[src/logic/twd_pkg.sv]
// constants and types for the tick timer and watchdog block
package twd_pkg;

  localparam logic [7:0] ADR_CFG = 8'h00;
  localparam logic [7:0] ADR_PRE = 8'h04;
  localparam logic [7:0] ADR_RLD = 8'h08;
  localparam logic [7:0] ADR_CSR = 8'h0C;
  localparam logic [7:0] ADR_WDC = 8'h10;
  localparam logic [7:0] ADR_WDM = 8'h14;

  localparam int CFG_LCFG = 0;
  localparam int CFG_LPRE = 1;
  localparam int CFG_LTCK = 2;
  localparam int CFG_LWDC = 3;
  localparam int CFG_WSEL = 4;
  localparam int CFG_MEN = 5;

  localparam int CSR_RST = 0;
  localparam int CSR_TC = 1;
  localparam int CSR_IEN = 2;
  localparam int CSR_PND = 3;
  localparam int CSR_FRZ = 4;

  localparam logic [15:0] RLD_RST = 16'hFFFF;
  localparam logic [7:0] WDC_RST = 8'h0F;
  localparam logic [7:0] MATCH_VAL = 8'h5C;

  typedef struct packed {
    logic [2:0] slow;
    logic [1:0] frz;
    logic [4:0] pre;
    logic [5:0] cfg;
    logic [2:0] div;
    logic [15:0] reload;
    logic [15:0] tcnt;
    logic restart;
    logic tc;
    logic irq_en;
    logic frz_en;
    logic pend;
    logic uf;
    logic irq;
    logic [7:0] wd_val;
    logic [7:0] wd_cnt;
    logic wd_run;
    logic wd_hit;
    logic wd_err;
    logic ack;
    logic [31:0] rdat;
  } twd_state_t;

endpackage

[src/logic/twd_top.sv]
// tick timer and lockable watchdog with a wishbone register slave
//
// Contract
// - locked register ignores writes; its reads return zero here.
// - lock bits, once set, stay set until device reset.
// - config byte: four locks, watchdog clock select, match service enable.
// - watchdog clocked by underflow or by prescaled clock per select.
// - service by count write, or only by 5Ch match write when enabled.
// - prescaler divides slow clock by 1 to 32; other codes reserved.
// - reload register resets to FFFFh and reloads counter on underflow.
// - tick event every reload plus one prescaled clock cycles.
// - control/status byte: restart, flag, irq enable, pending, freeze enable.
// - restart reloads counter at next prescaled edge and self-clears.
// - terminal flag set at zero, cleared by status read, not writable.
// - status read during debug freeze keeps terminal flag.
// - tick interrupt on each zero only while enabled.
// - pending flag high while watchdog write is being transferred.
// - freeze stops watchdog always, tick counter if freeze enabled.
// - count register resets to 0Fh; first write starts watchdog.
// - later count writes restart countdown from new value while match service is disabled.
// - tick counter is 16-bit, decrements per prescaled edge, auto reloads.
// - watchdog 8-bit, idle after reset, only reset stops it.
// - wrong match value or double match service per wd clock errs.
// - watchdog error acts as a device reset.
`timescale 1ns/100ps
module twd_top (
  input wire logic SYS_CLK_IN,
  input wire logic RST_B_IN,
  input wire logic WB_CYC_IN,
  input wire logic WB_STB_IN,
  input wire logic WB_WE_IN,
  input wire logic [7:0] WB_ADR_IN,
  input wire logic [31:0] WB_DAT_IN,
  input wire logic [3:0] WB_SEL_IN,
  output logic [31:0] WB_DAT_OUT,
  output logic WB_ACK_OUT,
  input wire logic SLOW_CLK_IN,
  input wire logic DEBUG_FREEZE_IN,
  output logic TICK_IRQ_OUT,
  output logic TICK_UNDERFLOW_OUT,
  output logic WD_ERROR_OUT
);

  twd_pkg::twd_state_t q;
  twd_pkg::twd_state_t d;

  logic slow_rise;
  logic frz;
  logic [4:0] mask;
  logic mask_ok;
  logic tin;
  logic tstep;
  logic uf_evt;
  logic wdclk;
  logic req;
  logic wr;
  logic rd;
  logic err;
  logic svc;
  logic [7:0] wb0;

  //////////////////////////////////////////////////////////////////
  // slow clock edge and prescaled tick enable

  assign slow_rise = q.slow[1] & ~q.slow[2];
  assign frz = q.frz[1];

  always_comb begin
    mask_ok = 1'b1;
    case (q.div)
      3'h0: mask = 5'h00;
      3'h1: mask = 5'h01;
      3'h2: mask = 5'h03;
      3'h3: mask = 5'h07;
      3'h4: mask = 5'h0F;
      3'h5: mask = 5'h1F;
      default: begin
        // reserved codes stop the prescaled clock
        mask = 5'h1F;
        mask_ok = 1'b0;
      end
    endcase
  end

  assign tin = slow_rise & mask_ok & ((q.pre & mask) == mask);
  assign tstep = tin & ~(frz & q.frz_en);
  assign uf_evt = tstep & ~q.restart & (q.tcnt == 16'h0001);
  assign wdclk = (q.cfg[twd_pkg::CFG_WSEL] ? tin : uf_evt) & ~frz;

  //////////////////////////////////////////////////////////////////
  // bus decode

  assign req = WB_CYC_IN & WB_STB_IN & ~q.ack;
  assign wr = req & WB_WE_IN;
  assign rd = req & ~WB_WE_IN;
  assign wb0 = WB_SEL_IN[0] ? WB_DAT_IN[7:0] : 8'h00;

  //////////////////////////////////////////////////////////////////
  // next state

  always_comb begin
    d = q;
    err = 1'b0;
    svc = 1'b0;
    // first flop of each synchroniser feeds only the second
    d.slow = {q.slow[1], q.slow[0], SLOW_CLK_IN};
    d.frz = {q.frz[0], DEBUG_FREEZE_IN};
    d.ack = req;
    d.irq = 1'b0;
    d.wd_err = 1'b0;
    d.rdat = 32'h0000_0000;

    if (slow_rise) begin
      d.pre = q.pre + 5'h01;
      // transfer into the watchdog completes on the slow clock
      d.pend = 1'b0;
    end

    // tick counter
    if (tstep) begin
      if (q.restart) begin
        d.tcnt = q.reload;
        d.restart = 1'b0;
      end else if (q.tcnt == 16'h0000 || q.tcnt == 16'h0001) begin
        d.tcnt = (q.tcnt == 16'h0000) ? q.reload : 16'h0000;
      end else begin
        d.tcnt = q.tcnt - 16'h0001;
      end
    end
    if (tstep && q.tcnt == 16'h0000 && !q.restart) begin
      d.tcnt = q.reload;
    end
    if (tstep) begin
      d.uf = uf_evt;
    end

    // watchdog clock
    if (wdclk) begin
      d.wd_hit = 1'b0;
      if (q.wd_run) begin
        if (q.wd_cnt == 8'h00) begin
          err = 1'b1;
        end else begin
          d.wd_cnt = q.wd_cnt - 8'h01;
        end
      end
    end

    // reads
    if (rd) begin
      if (WB_ADR_IN == twd_pkg::ADR_CFG) begin
        if (!q.cfg[twd_pkg::CFG_LCFG]) begin
          d.rdat = {26'h0, q.cfg};
        end
      end else if (WB_ADR_IN == twd_pkg::ADR_PRE) begin
        if (!q.cfg[twd_pkg::CFG_LPRE]) begin
          d.rdat = {29'h0, q.div};
        end
      end else if (WB_ADR_IN == twd_pkg::ADR_RLD) begin
        if (!q.cfg[twd_pkg::CFG_LTCK]) begin
          d.rdat = {16'h0, q.reload};
        end
      end else if (WB_ADR_IN == twd_pkg::ADR_CSR) begin
        if (!q.cfg[twd_pkg::CFG_LTCK]) begin
          d.rdat = {27'h0, q.frz_en, q.pend, q.irq_en, q.tc, q.restart};
          if (!frz) begin
            d.tc = 1'b0;
          end
        end
      end
    end

    // writes
    if (wr && WB_SEL_IN[0]) begin
      if (WB_ADR_IN == twd_pkg::ADR_CFG) begin
        if (!q.cfg[twd_pkg::CFG_LCFG]) begin
          d.cfg[3:0] = q.cfg[3:0] | wb0[3:0];
          d.cfg[5:4] = wb0[5:4];
        end
      end else if (WB_ADR_IN == twd_pkg::ADR_PRE) begin
        if (!q.cfg[twd_pkg::CFG_LPRE]) begin
          d.div = wb0[2:0];
        end
      end else if (WB_ADR_IN == twd_pkg::ADR_CSR) begin
        if (!q.cfg[twd_pkg::CFG_LTCK]) begin
          // terminal flag and pending are not writable
          if (wb0[twd_pkg::CSR_RST]) begin
            d.restart = 1'b1;
          end
          d.irq_en = wb0[twd_pkg::CSR_IEN];
          d.frz_en = wb0[twd_pkg::CSR_FRZ];
        end
      end else if (WB_ADR_IN == twd_pkg::ADR_WDC) begin
        if (!q.cfg[twd_pkg::CFG_LWDC]) begin
          d.wd_val = wb0;
          d.pend = 1'b1;
          if (!q.cfg[twd_pkg::CFG_MEN] || !q.wd_run) begin
            d.wd_cnt = wb0;
            d.wd_run = 1'b1;
          end
        end
      end else if (WB_ADR_IN == twd_pkg::ADR_WDM) begin
        if (q.cfg[twd_pkg::CFG_MEN]) begin
          d.pend = 1'b1;
          if (wb0 != twd_pkg::MATCH_VAL) begin
            err = 1'b1;
          end else if (q.wd_hit) begin
            err = 1'b1;
          end else begin
            svc = 1'b1;
          end
        end
      end
    end

    // byte lanes 0 and 1 of the reload register
    if (wr && WB_ADR_IN == twd_pkg::ADR_RLD && !q.cfg[twd_pkg::CFG_LTCK]) begin
      if (WB_SEL_IN[0]) begin
        d.reload[7:0] = WB_DAT_IN[7:0];
      end
      if (WB_SEL_IN[1]) begin
        d.reload[15:8] = WB_DAT_IN[15:8];
      end
    end

    if (svc) begin
      d.wd_cnt = q.wd_val;
      d.wd_run = 1'b1;
      d.wd_hit = 1'b1;
    end

    // hardware set wins over a status read in the same cycle
    if (uf_evt) begin
      d.tc = 1'b1;
      d.irq = q.irq_en;
    end

    if (err || !RST_B_IN) begin
      // error restores the reset state, locks included
      d = '0;
      // synchronisers keep shifting so no pin edge is lost across a reset
      d.slow = {q.slow[1], q.slow[0], SLOW_CLK_IN};
      d.frz = {q.frz[0], DEBUG_FREEZE_IN};
      d.reload = twd_pkg::RLD_RST;
      d.tcnt = twd_pkg::RLD_RST;
      d.wd_val = twd_pkg::WDC_RST;
      d.wd_err = err & RST_B_IN;
      d.ack = req & RST_B_IN;
    end
  end

  always_ff @(posedge SYS_CLK_IN) begin
    q <= d;
  end

  assign WB_DAT_OUT = q.rdat;
  assign WB_ACK_OUT = q.ack;
  assign TICK_IRQ_OUT = q.irq;
  assign TICK_UNDERFLOW_OUT = q.uf;
  assign WD_ERROR_OUT = q.wd_err;
endmodule // twd_top

[config.mk]
export PLATFORM = sky130hd
export DESIGN_NAME = twd_top
export DESIGN_NICKNAME = d
export VERILOG_FILES = /design/src/logic/twd_pkg.sv /design/src/logic/twd_top.sv
export SDC_FILE = /design/constraint.sdc
export NUM_CORES = 1
export LEC_CHECK = 0
export BUFFER_PORTS_ARGS = -buffer_cell sky130_fd_sc_hd__buf_4
export CAP_MARGIN = 30
export CORE_MARGIN = 1
export CORE_UTILIZATION = 56
export DETAILED_ROUTE_END_ITERATION = 8
export PLACE_DENSITY = 0.8
export SLEW_MARGIN = 40
export SYNTH_ARGS = -nofsm -noshare
export SYNTH_HDL_FRONTEND = slang
export SYNTH_SLANG_ARGS = --single-unit
[constraint.sdc]
create_clock -name SYS_CLK_IN -period 3.3 [get_ports SYS_CLK_IN]
set_clock_uncertainty 0.1 [all_clocks]
set_input_delay 0.66 -clock SYS_CLK_IN [delete_from_list [all_inputs] [get_ports SYS_CLK_IN]]
set_output_delay 0.66 -clock SYS_CLK_IN [all_outputs]
set_load 0.05 [all_outputs]
Word level (Yosys, flattened, before mapping)
Cells that the tools add are included.
{"block": "totals", "regBits": 110, "input_bits": 51, "out_inout_bits": 36, "wordCells": 191}
{"block": "op_classes", "addsub": 3, "n_eq_ne": 22, "muxes": 76, "bitwise": 31, "n_reduce_logical": 36}
{"op": "32-bit two-way mux", "count": 4}
{"op": "16-bit two-way mux", "count": 5}
{"op": "9-bit two-way mux", "count": 7}
{"op": "1-bit two-way mux", "count": 47}
{"op": "33-bit two-way mux", "count": 1}
{"op": "8-bit two-way mux", "count": 4}
{"op": "5-bit case mux with 5 select lines", "count": 1}
{"op": "17-bit two-way mux", "count": 1}
{"op": "16-bit by 1-bit == test with 1-bit output (second input constant)", "count": 1}
{"op": "8-bit by 4-bit == test with 1-bit output (second input constant)", "count": 2}
{"op": "8-bit by 5-bit == test with 1-bit output (second input constant)", "count": 2}
{"op": "16-bit logical NOT", "count": 1}
{"op": "8-bit logical NOT", "count": 2}
{"op": "16-bit by 1-bit subtractor with 16-bit output (second input constant)", "count": 1}
{"op": "1-bit inverter", "count": 15}
{"op": "1-bit bitwise AND", "count": 14}
{"op": "7-bit AND reduction", "count": 2}
{"op": "2-bit nonzero test", "count": 7}
{"op": "6-bit two-way mux", "count": 2}
{"op": "2-bit != test (second input constant)", "count": 6}
{"op": "10-bit two-way mux", "count": 1}
{"op": "5-bit two-way mux", "count": 2}
{"op": "8-bit by 3-bit == test with 1-bit output (second input constant)", "count": 1}
{"op": "8-bit by 7-bit != test with 1-bit output (second input constant)", "count": 1}
{"op": "other kinds (21)", "count": 38}

Logic depth before layout (Yosys ltp)
{"block": "logic_depth", "word_depth": 22, "mapped_depth": 10, "ltp_nobuf": 8}

Least setup slack after synthesis
No wires, ideal clock.
{"block": "synth_timing", "path_type": "in2reg", "from": "input WB_ADR_IN[1]", "to": "register q[37] (netlist bit)", "setup_ns": 0.079, "arrival_ns": 2.283, "required_ns": 3.121, "slack_ns": 0.837, "stages": 6, "n_path_buf": 1, "cell_sequence": "nor4b_1 -> nor4b_4 -> and3_1 -> clkbuf_1 -> a31oi_1 -> a211oi_2"}
{"block": "synth_between", "elab_chain_len": 8, "word_cells_on_any_way": 24, "classes_between": "4 x eq/ne; 18 x mux; 2 x reduce/logical"}
{"item": "start, declared", "line": "twd_top.sv:32", "source": "input wire logic [7:0] WB_ADR_IN,"}
{"item": "8-bit by 5-bit == test with 1-bit output", "line": "twd_top.sv:202", "source": "end else if (WB_ADR_IN == twd_pkg::ADR_WDM) begin"}
{"item": "1-bit two-way mux", "line": "twd_top.sv:202"}
{"item": "1-bit two-way mux", "line": "twd_top.sv:193", "source": "end else if (WB_ADR_IN == twd_pkg::ADR_WDC) begin"}
{"item": "1-bit two-way mux", "line": "twd_top.sv:184", "source": "end else if (WB_ADR_IN == twd_pkg::ADR_CSR) begin"}
{"item": "1-bit two-way mux", "line": "twd_top.sv:180", "source": "end else if (WB_ADR_IN == twd_pkg::ADR_PRE) begin"}
{"item": "1-bit two-way mux", "line": "twd_top.sv:175", "source": "if (WB_ADR_IN == twd_pkg::ADR_CFG) begin"}
{"item": "1-bit two-way mux", "line": "twd_top.sv:174", "source": "if (wr && WB_SEL_IN[0]) begin"}
{"item": "10-bit two-way mux or 1-bit logical OR (tied branches)", "line": "twd_top.sv:226, twd_top.sv:238"}
{"item": "end signal, assigned", "line": "twd_top.sv:253", "source": "q <= d;"}
{"item": "end, declared", "line": "twd_top.sv:44", "source": "twd_pkg::twd_state_t q;"}
Several ways; a longest one is shown, not always the timed one. The select of a mux whose other input is x is not followed.
A chain may end at the register's enable or synchronous reset.

Worst setup path in the final report
{"block": "layout_timing", "from": "register q[59] (netlist bit)", "to": "register q, in the netlist WB_DAT_OUT[2]"}
{"block": "layout_between", "elab_chain_len": 16}
{"item": "16-bit by 1-bit == test with 1-bit output *", "line": "twd_top.sv:87", "source": "assign uf_evt = tstep & ~q.restart & (q.tcnt == 16'h0001);"}
{"item": "1-bit bitwise AND *", "line": "twd_top.sv:87"}
{"item": "1-bit two-way mux *", "line": "twd_top.sv:88", "source": "assign wdclk = (q.cfg[twd_pkg::CFG_WSEL] ? tin : uf_evt) & ~frz;"}
{"item": "1-bit bitwise AND *", "line": "twd_top.sv:88"}
{"item": "1-bit two-way mux *", "line": "twd_top.sv:138", "source": "if (wdclk) begin"}
{"item": "1-bit two-way mux", "line": "twd_top.sv:207", "source": "end else if (q.wd_hit) begin"}
{"item": "1-bit two-way mux", "line": "twd_top.sv:205", "source": "if (wb0 != twd_pkg::MATCH_VAL) begin"}
{"item": "1-bit two-way mux", "line": "twd_top.sv:203", "source": "if (q.cfg[twd_pkg::CFG_MEN]) begin"}
{"item": "1-bit two-way mux", "line": "twd_top.sv:202"}
{"item": "1-bit two-way mux", "line": "twd_top.sv:193"}
{"item": "1-bit two-way mux", "line": "twd_top.sv:184"}
{"item": "1-bit two-way mux", "line": "twd_top.sv:180"}
{"item": "1-bit two-way mux", "line": "twd_top.sv:175"}
{"item": "1-bit two-way mux *", "line": "twd_top.sv:174"}
{"item": "1-bit logical OR *", "line": "twd_top.sv:238", "source": "if (err || !RST_B_IN) begin"}
{"item": "2-bit OR reduction (no line) *"}
Every way passes the cells marked *; elsewhere a longest branch is shown, timed or not.

==> results.md <==
## Timing
* number of slew-limit violations in the final report: 0
* upper clock frequency limit: 338 MHz
* setup_tns: 0 ps
* Worst Tran Pin Value: 815 ps
* final count of hold timing violations: 0
* ratio of final minimum period to clock period: 89.6%
* min cycle time layout: 2960 ps
* RSZ-0062 raised after global routing: false
* final-report setup violation count: 0
* worst slew slack as a fraction of its limit: 45.4%

## GRT
* pin count of the biggest net entering global routing: 25
* antenna violations before repair: 0
* via count of the first global-routing pass: 3938
* global-route wire length before repair: 19100 µm
* GRT Total Usage: 28.1%
* total overflow reported by the global router: 0

## Floorplan
* Die ar.: 0.00876 mm²
* I/O Pins: 87
* floorplan die height: 93.6 µm
* row count: 33
* Core Footprint: 0.00818 mm²
* starting density of the core: 57.4%
* Die Width: 93.6 µm

## Setup path
* arrival time at the worst endpoint: 3110 ps
* crit-path max FO: 12
* CP Data Required Time: 3450 ps
* startpoint type of the worst setup path: flip-flop
* category of the critical setup timing path: flip-flop to flip-flop
* type of destination of the critical path: flip-flop

## Synthesis
* #FFs+latches synth: 94
* Primary FF master, synth: sky130_fd_sc_hd__dfxtp_1
* share of synthesized area occupied by flip-flops and latches: 40.1%
* Post-Synthesis Mean Instance Area: 8.54 µm²
* async set-reset flop share out of synthesis: 0%
* Area contributors post-synth: sky130_fd_sc_hd__dfxtp_1 40%, sky130_fd_sc_hd__buf_4 5.9%, sky130_fd_sc_hd__nand2_1 5.1%
* Netlist Area Pre-Place: 0.00470 mm²
* largest area contributor in the netlist: sky130_fd_sc_hd__dfxtp_1
* Synth Instances: 550
* number of warnings printed during yosys synthesis: 0
* Yosys cell types: 65
* number of flops mapped to enable cells by yosys: 0
* share of the synthesized area in the top cell type: 40.1%

## Routing
* DRC viols: 0
* Detailed Route WL: 11800 µm
* via density per instance: 6.12
* DRC violation total after the first TritonRoute iteration: 262
* Detailed Routing Iterations Pass 1: 5
* Avg WL per Cell: 16.9 µm
* antenna-violating nets left: 0
* vias after detailed routing: 4266

## Power and ir drop
* worst ir drop on vdd: 0.193 mV
* pwr/cell area: 395 mW/mm²
* Static Leak: 2.04 nW

## Finish
* ratio of cells with drive above 1 in the final layout: 17.1%
* net total in the final layout: 643
* core occupancy in the finished layout: 63.6%
* most common cell after layout, fill and taps aside: sky130_fd_sc_hd__dfxtp_1
* Finished Cell Area: 0.00520 mm²
* non-filler cells, final: 697
* number of antenna diodes: 0
* commonest non-fill, non-tap cells in the layout: 94 x sky130_fd_sc_hd__dfxtp_1, 67 x sky130_fd_sc_hd__buf_4, 64 x sky130_fd_sc_hd__nand2_1, 49 x sky130_fd_sc_hd__nor2_1, 36 x sky130_fd_sc_hd__a21oi_1
* synthesis-to-layout area growth: 10.8%

## Clock tree
* root buf cell: sky130_fd_sc_hd__clkbuf_8
* buffer count from post-CTS setup fixing: 0
* TritonCTS clock tree: done
* # H-tree levels: 3
* TritonCTS Sinks: 94
* Resized Gates After CTS: 0
* source-to-sink clock delay at the later pin of the worst-skew pair: 370 ps
* buffer levels on the longest clock path: 2
* TritonCTS Buffers: 9
* clock edge transition at the registers on the reported setup and hold paths: 90 ps
* number of buffers inserted by hold repair at cts: 0

## Place
* Port Buffers: 52
* Placed Cells: 681
* cell area after placement: 0.00502 mm²
* RD Place Congestion: 0.907
* DP HPWL: 8550 µm

## Run status
* status: finished, final reports clean

## Flow run
* count of maximum capacitance violations: 0

## Hold path
* Hold WC Path Type: flip-flop to flip-flop

[cells by family (layout without fill, tap and decap cells)]
group                    count (synthesis)  after routing  share of synthesized area [%]
AND/OR/NAND/NOR                        238            238                           26.5
multiplexers                            22             22                           4.82
adder cells (fa/ha/maj)                  5              5                           1.33
AO/OA/AOI/OAI                          117            117                           17.4
other                                    1             16                         0.0799
flip-flops                              94             94                           40.1
buffers and inverters                   68             95                           8.79
XOR/XNOR                                 5              5                          0.933
[layer usage]
metal / routed length [µm] / global-route usage [%]
met1: 4870 / 34.7
met2: 5740 / 47.0
met3: 860 / 5.69
met4: 311 / 12.6
met5: 0 / 0
[critical path, stage by stage, from the launching register on]
cell and delay (ps):
sky130_fd_sc_hd__dfxtp_1 410, sky130_fd_sc_hd__ha_1 200, sky130_fd_sc_hd__nor4b_1 470, sky130_fd_sc_hd__and4_1 510, sky130_fd_sc_hd__a21oi_4 160, sky130_fd_sc_hd__o41a_1 570, sky130_fd_sc_hd__nand3_1 320, sky130_fd_sc_hd__nor2_1 90
[final cells by class]
class	instances	area (µm²)
inverters	12	45.0
flip-flops and latches	94	1880
fillers	719	2970
clock inverters	6	55.1
well taps	105	131
repair buffers	67	503
clock buffers	10	128
multi-input cells	403	2460
[final timing paths]
kind | from | end | slack, ps | cells past startpoint
min reg2reg | q[107] | q[108] | 240 | 0
min | q[107] | q[108] | 240 | 0
max | q[59] | WB_DAT_OUT[2] | 340 | 7
max reg2reg | q[59] | WB_DAT_OUT[2] | 340 | 7
[registers in the layout, summed over array words and instances (netlist names)]
name and count:
TICK_UNDERFLOW_OUT 1, WB_ACK_OUT 1, q 73, TICK_IRQ_OUT 1
frz 1, WD_ERROR_OUT 1, WB_DAT_OUT 16
[per-stage QoR]
step	setup slack [ps]	total power, mW	hold WS [ps]
after CTS	446	2.06	239
after floorplan	837	1.30	210
after global routing	224	2.13	252
final	343	2.05	236
after global placement	525	1.34	212
after detailed placement	458	1.35	215
[Yosys cell counts, drive strengths merged (3+ instances only)]
cell type	number
or2	3
o21ai	19
nand3	29
a21oi	37
nor2	49
o41ai	3
a211oi	4
a211o	4
nand3b	4
ha	5
nor4b	8
o31ai	5
buf	43
nand4	7
nor3	18
nor2b	6
and3	11
o211ai	12
and2	6
a22oi	4
nand2b	5
a32oi	3
a31oi	9
o221ai	3
nand2	64
inv	12
nor4	15
xor2	3
dfxtp	94
mux2	5
mux2i	17
or3	4
clkbuf	13
a221oi	3
and4	3
[power by group]
| group | total (mW) | leakage (nW) | switching [mW] | internal (mW) |
|---|---|---|---|---|
| Combinational | 0.173 | 1.19 | 0.117 | 0.0552 |
| Clock | 0.730 | 0.0869 | 0.442 | 0.289 |
| Sequential | 1.15 | 0.761 | 0.00972 | 1.14 |
| Total | 2.05 | 2.04 | 0.569 | 1.49 |
Note: power is estimated with default switching activity, not from simulation.
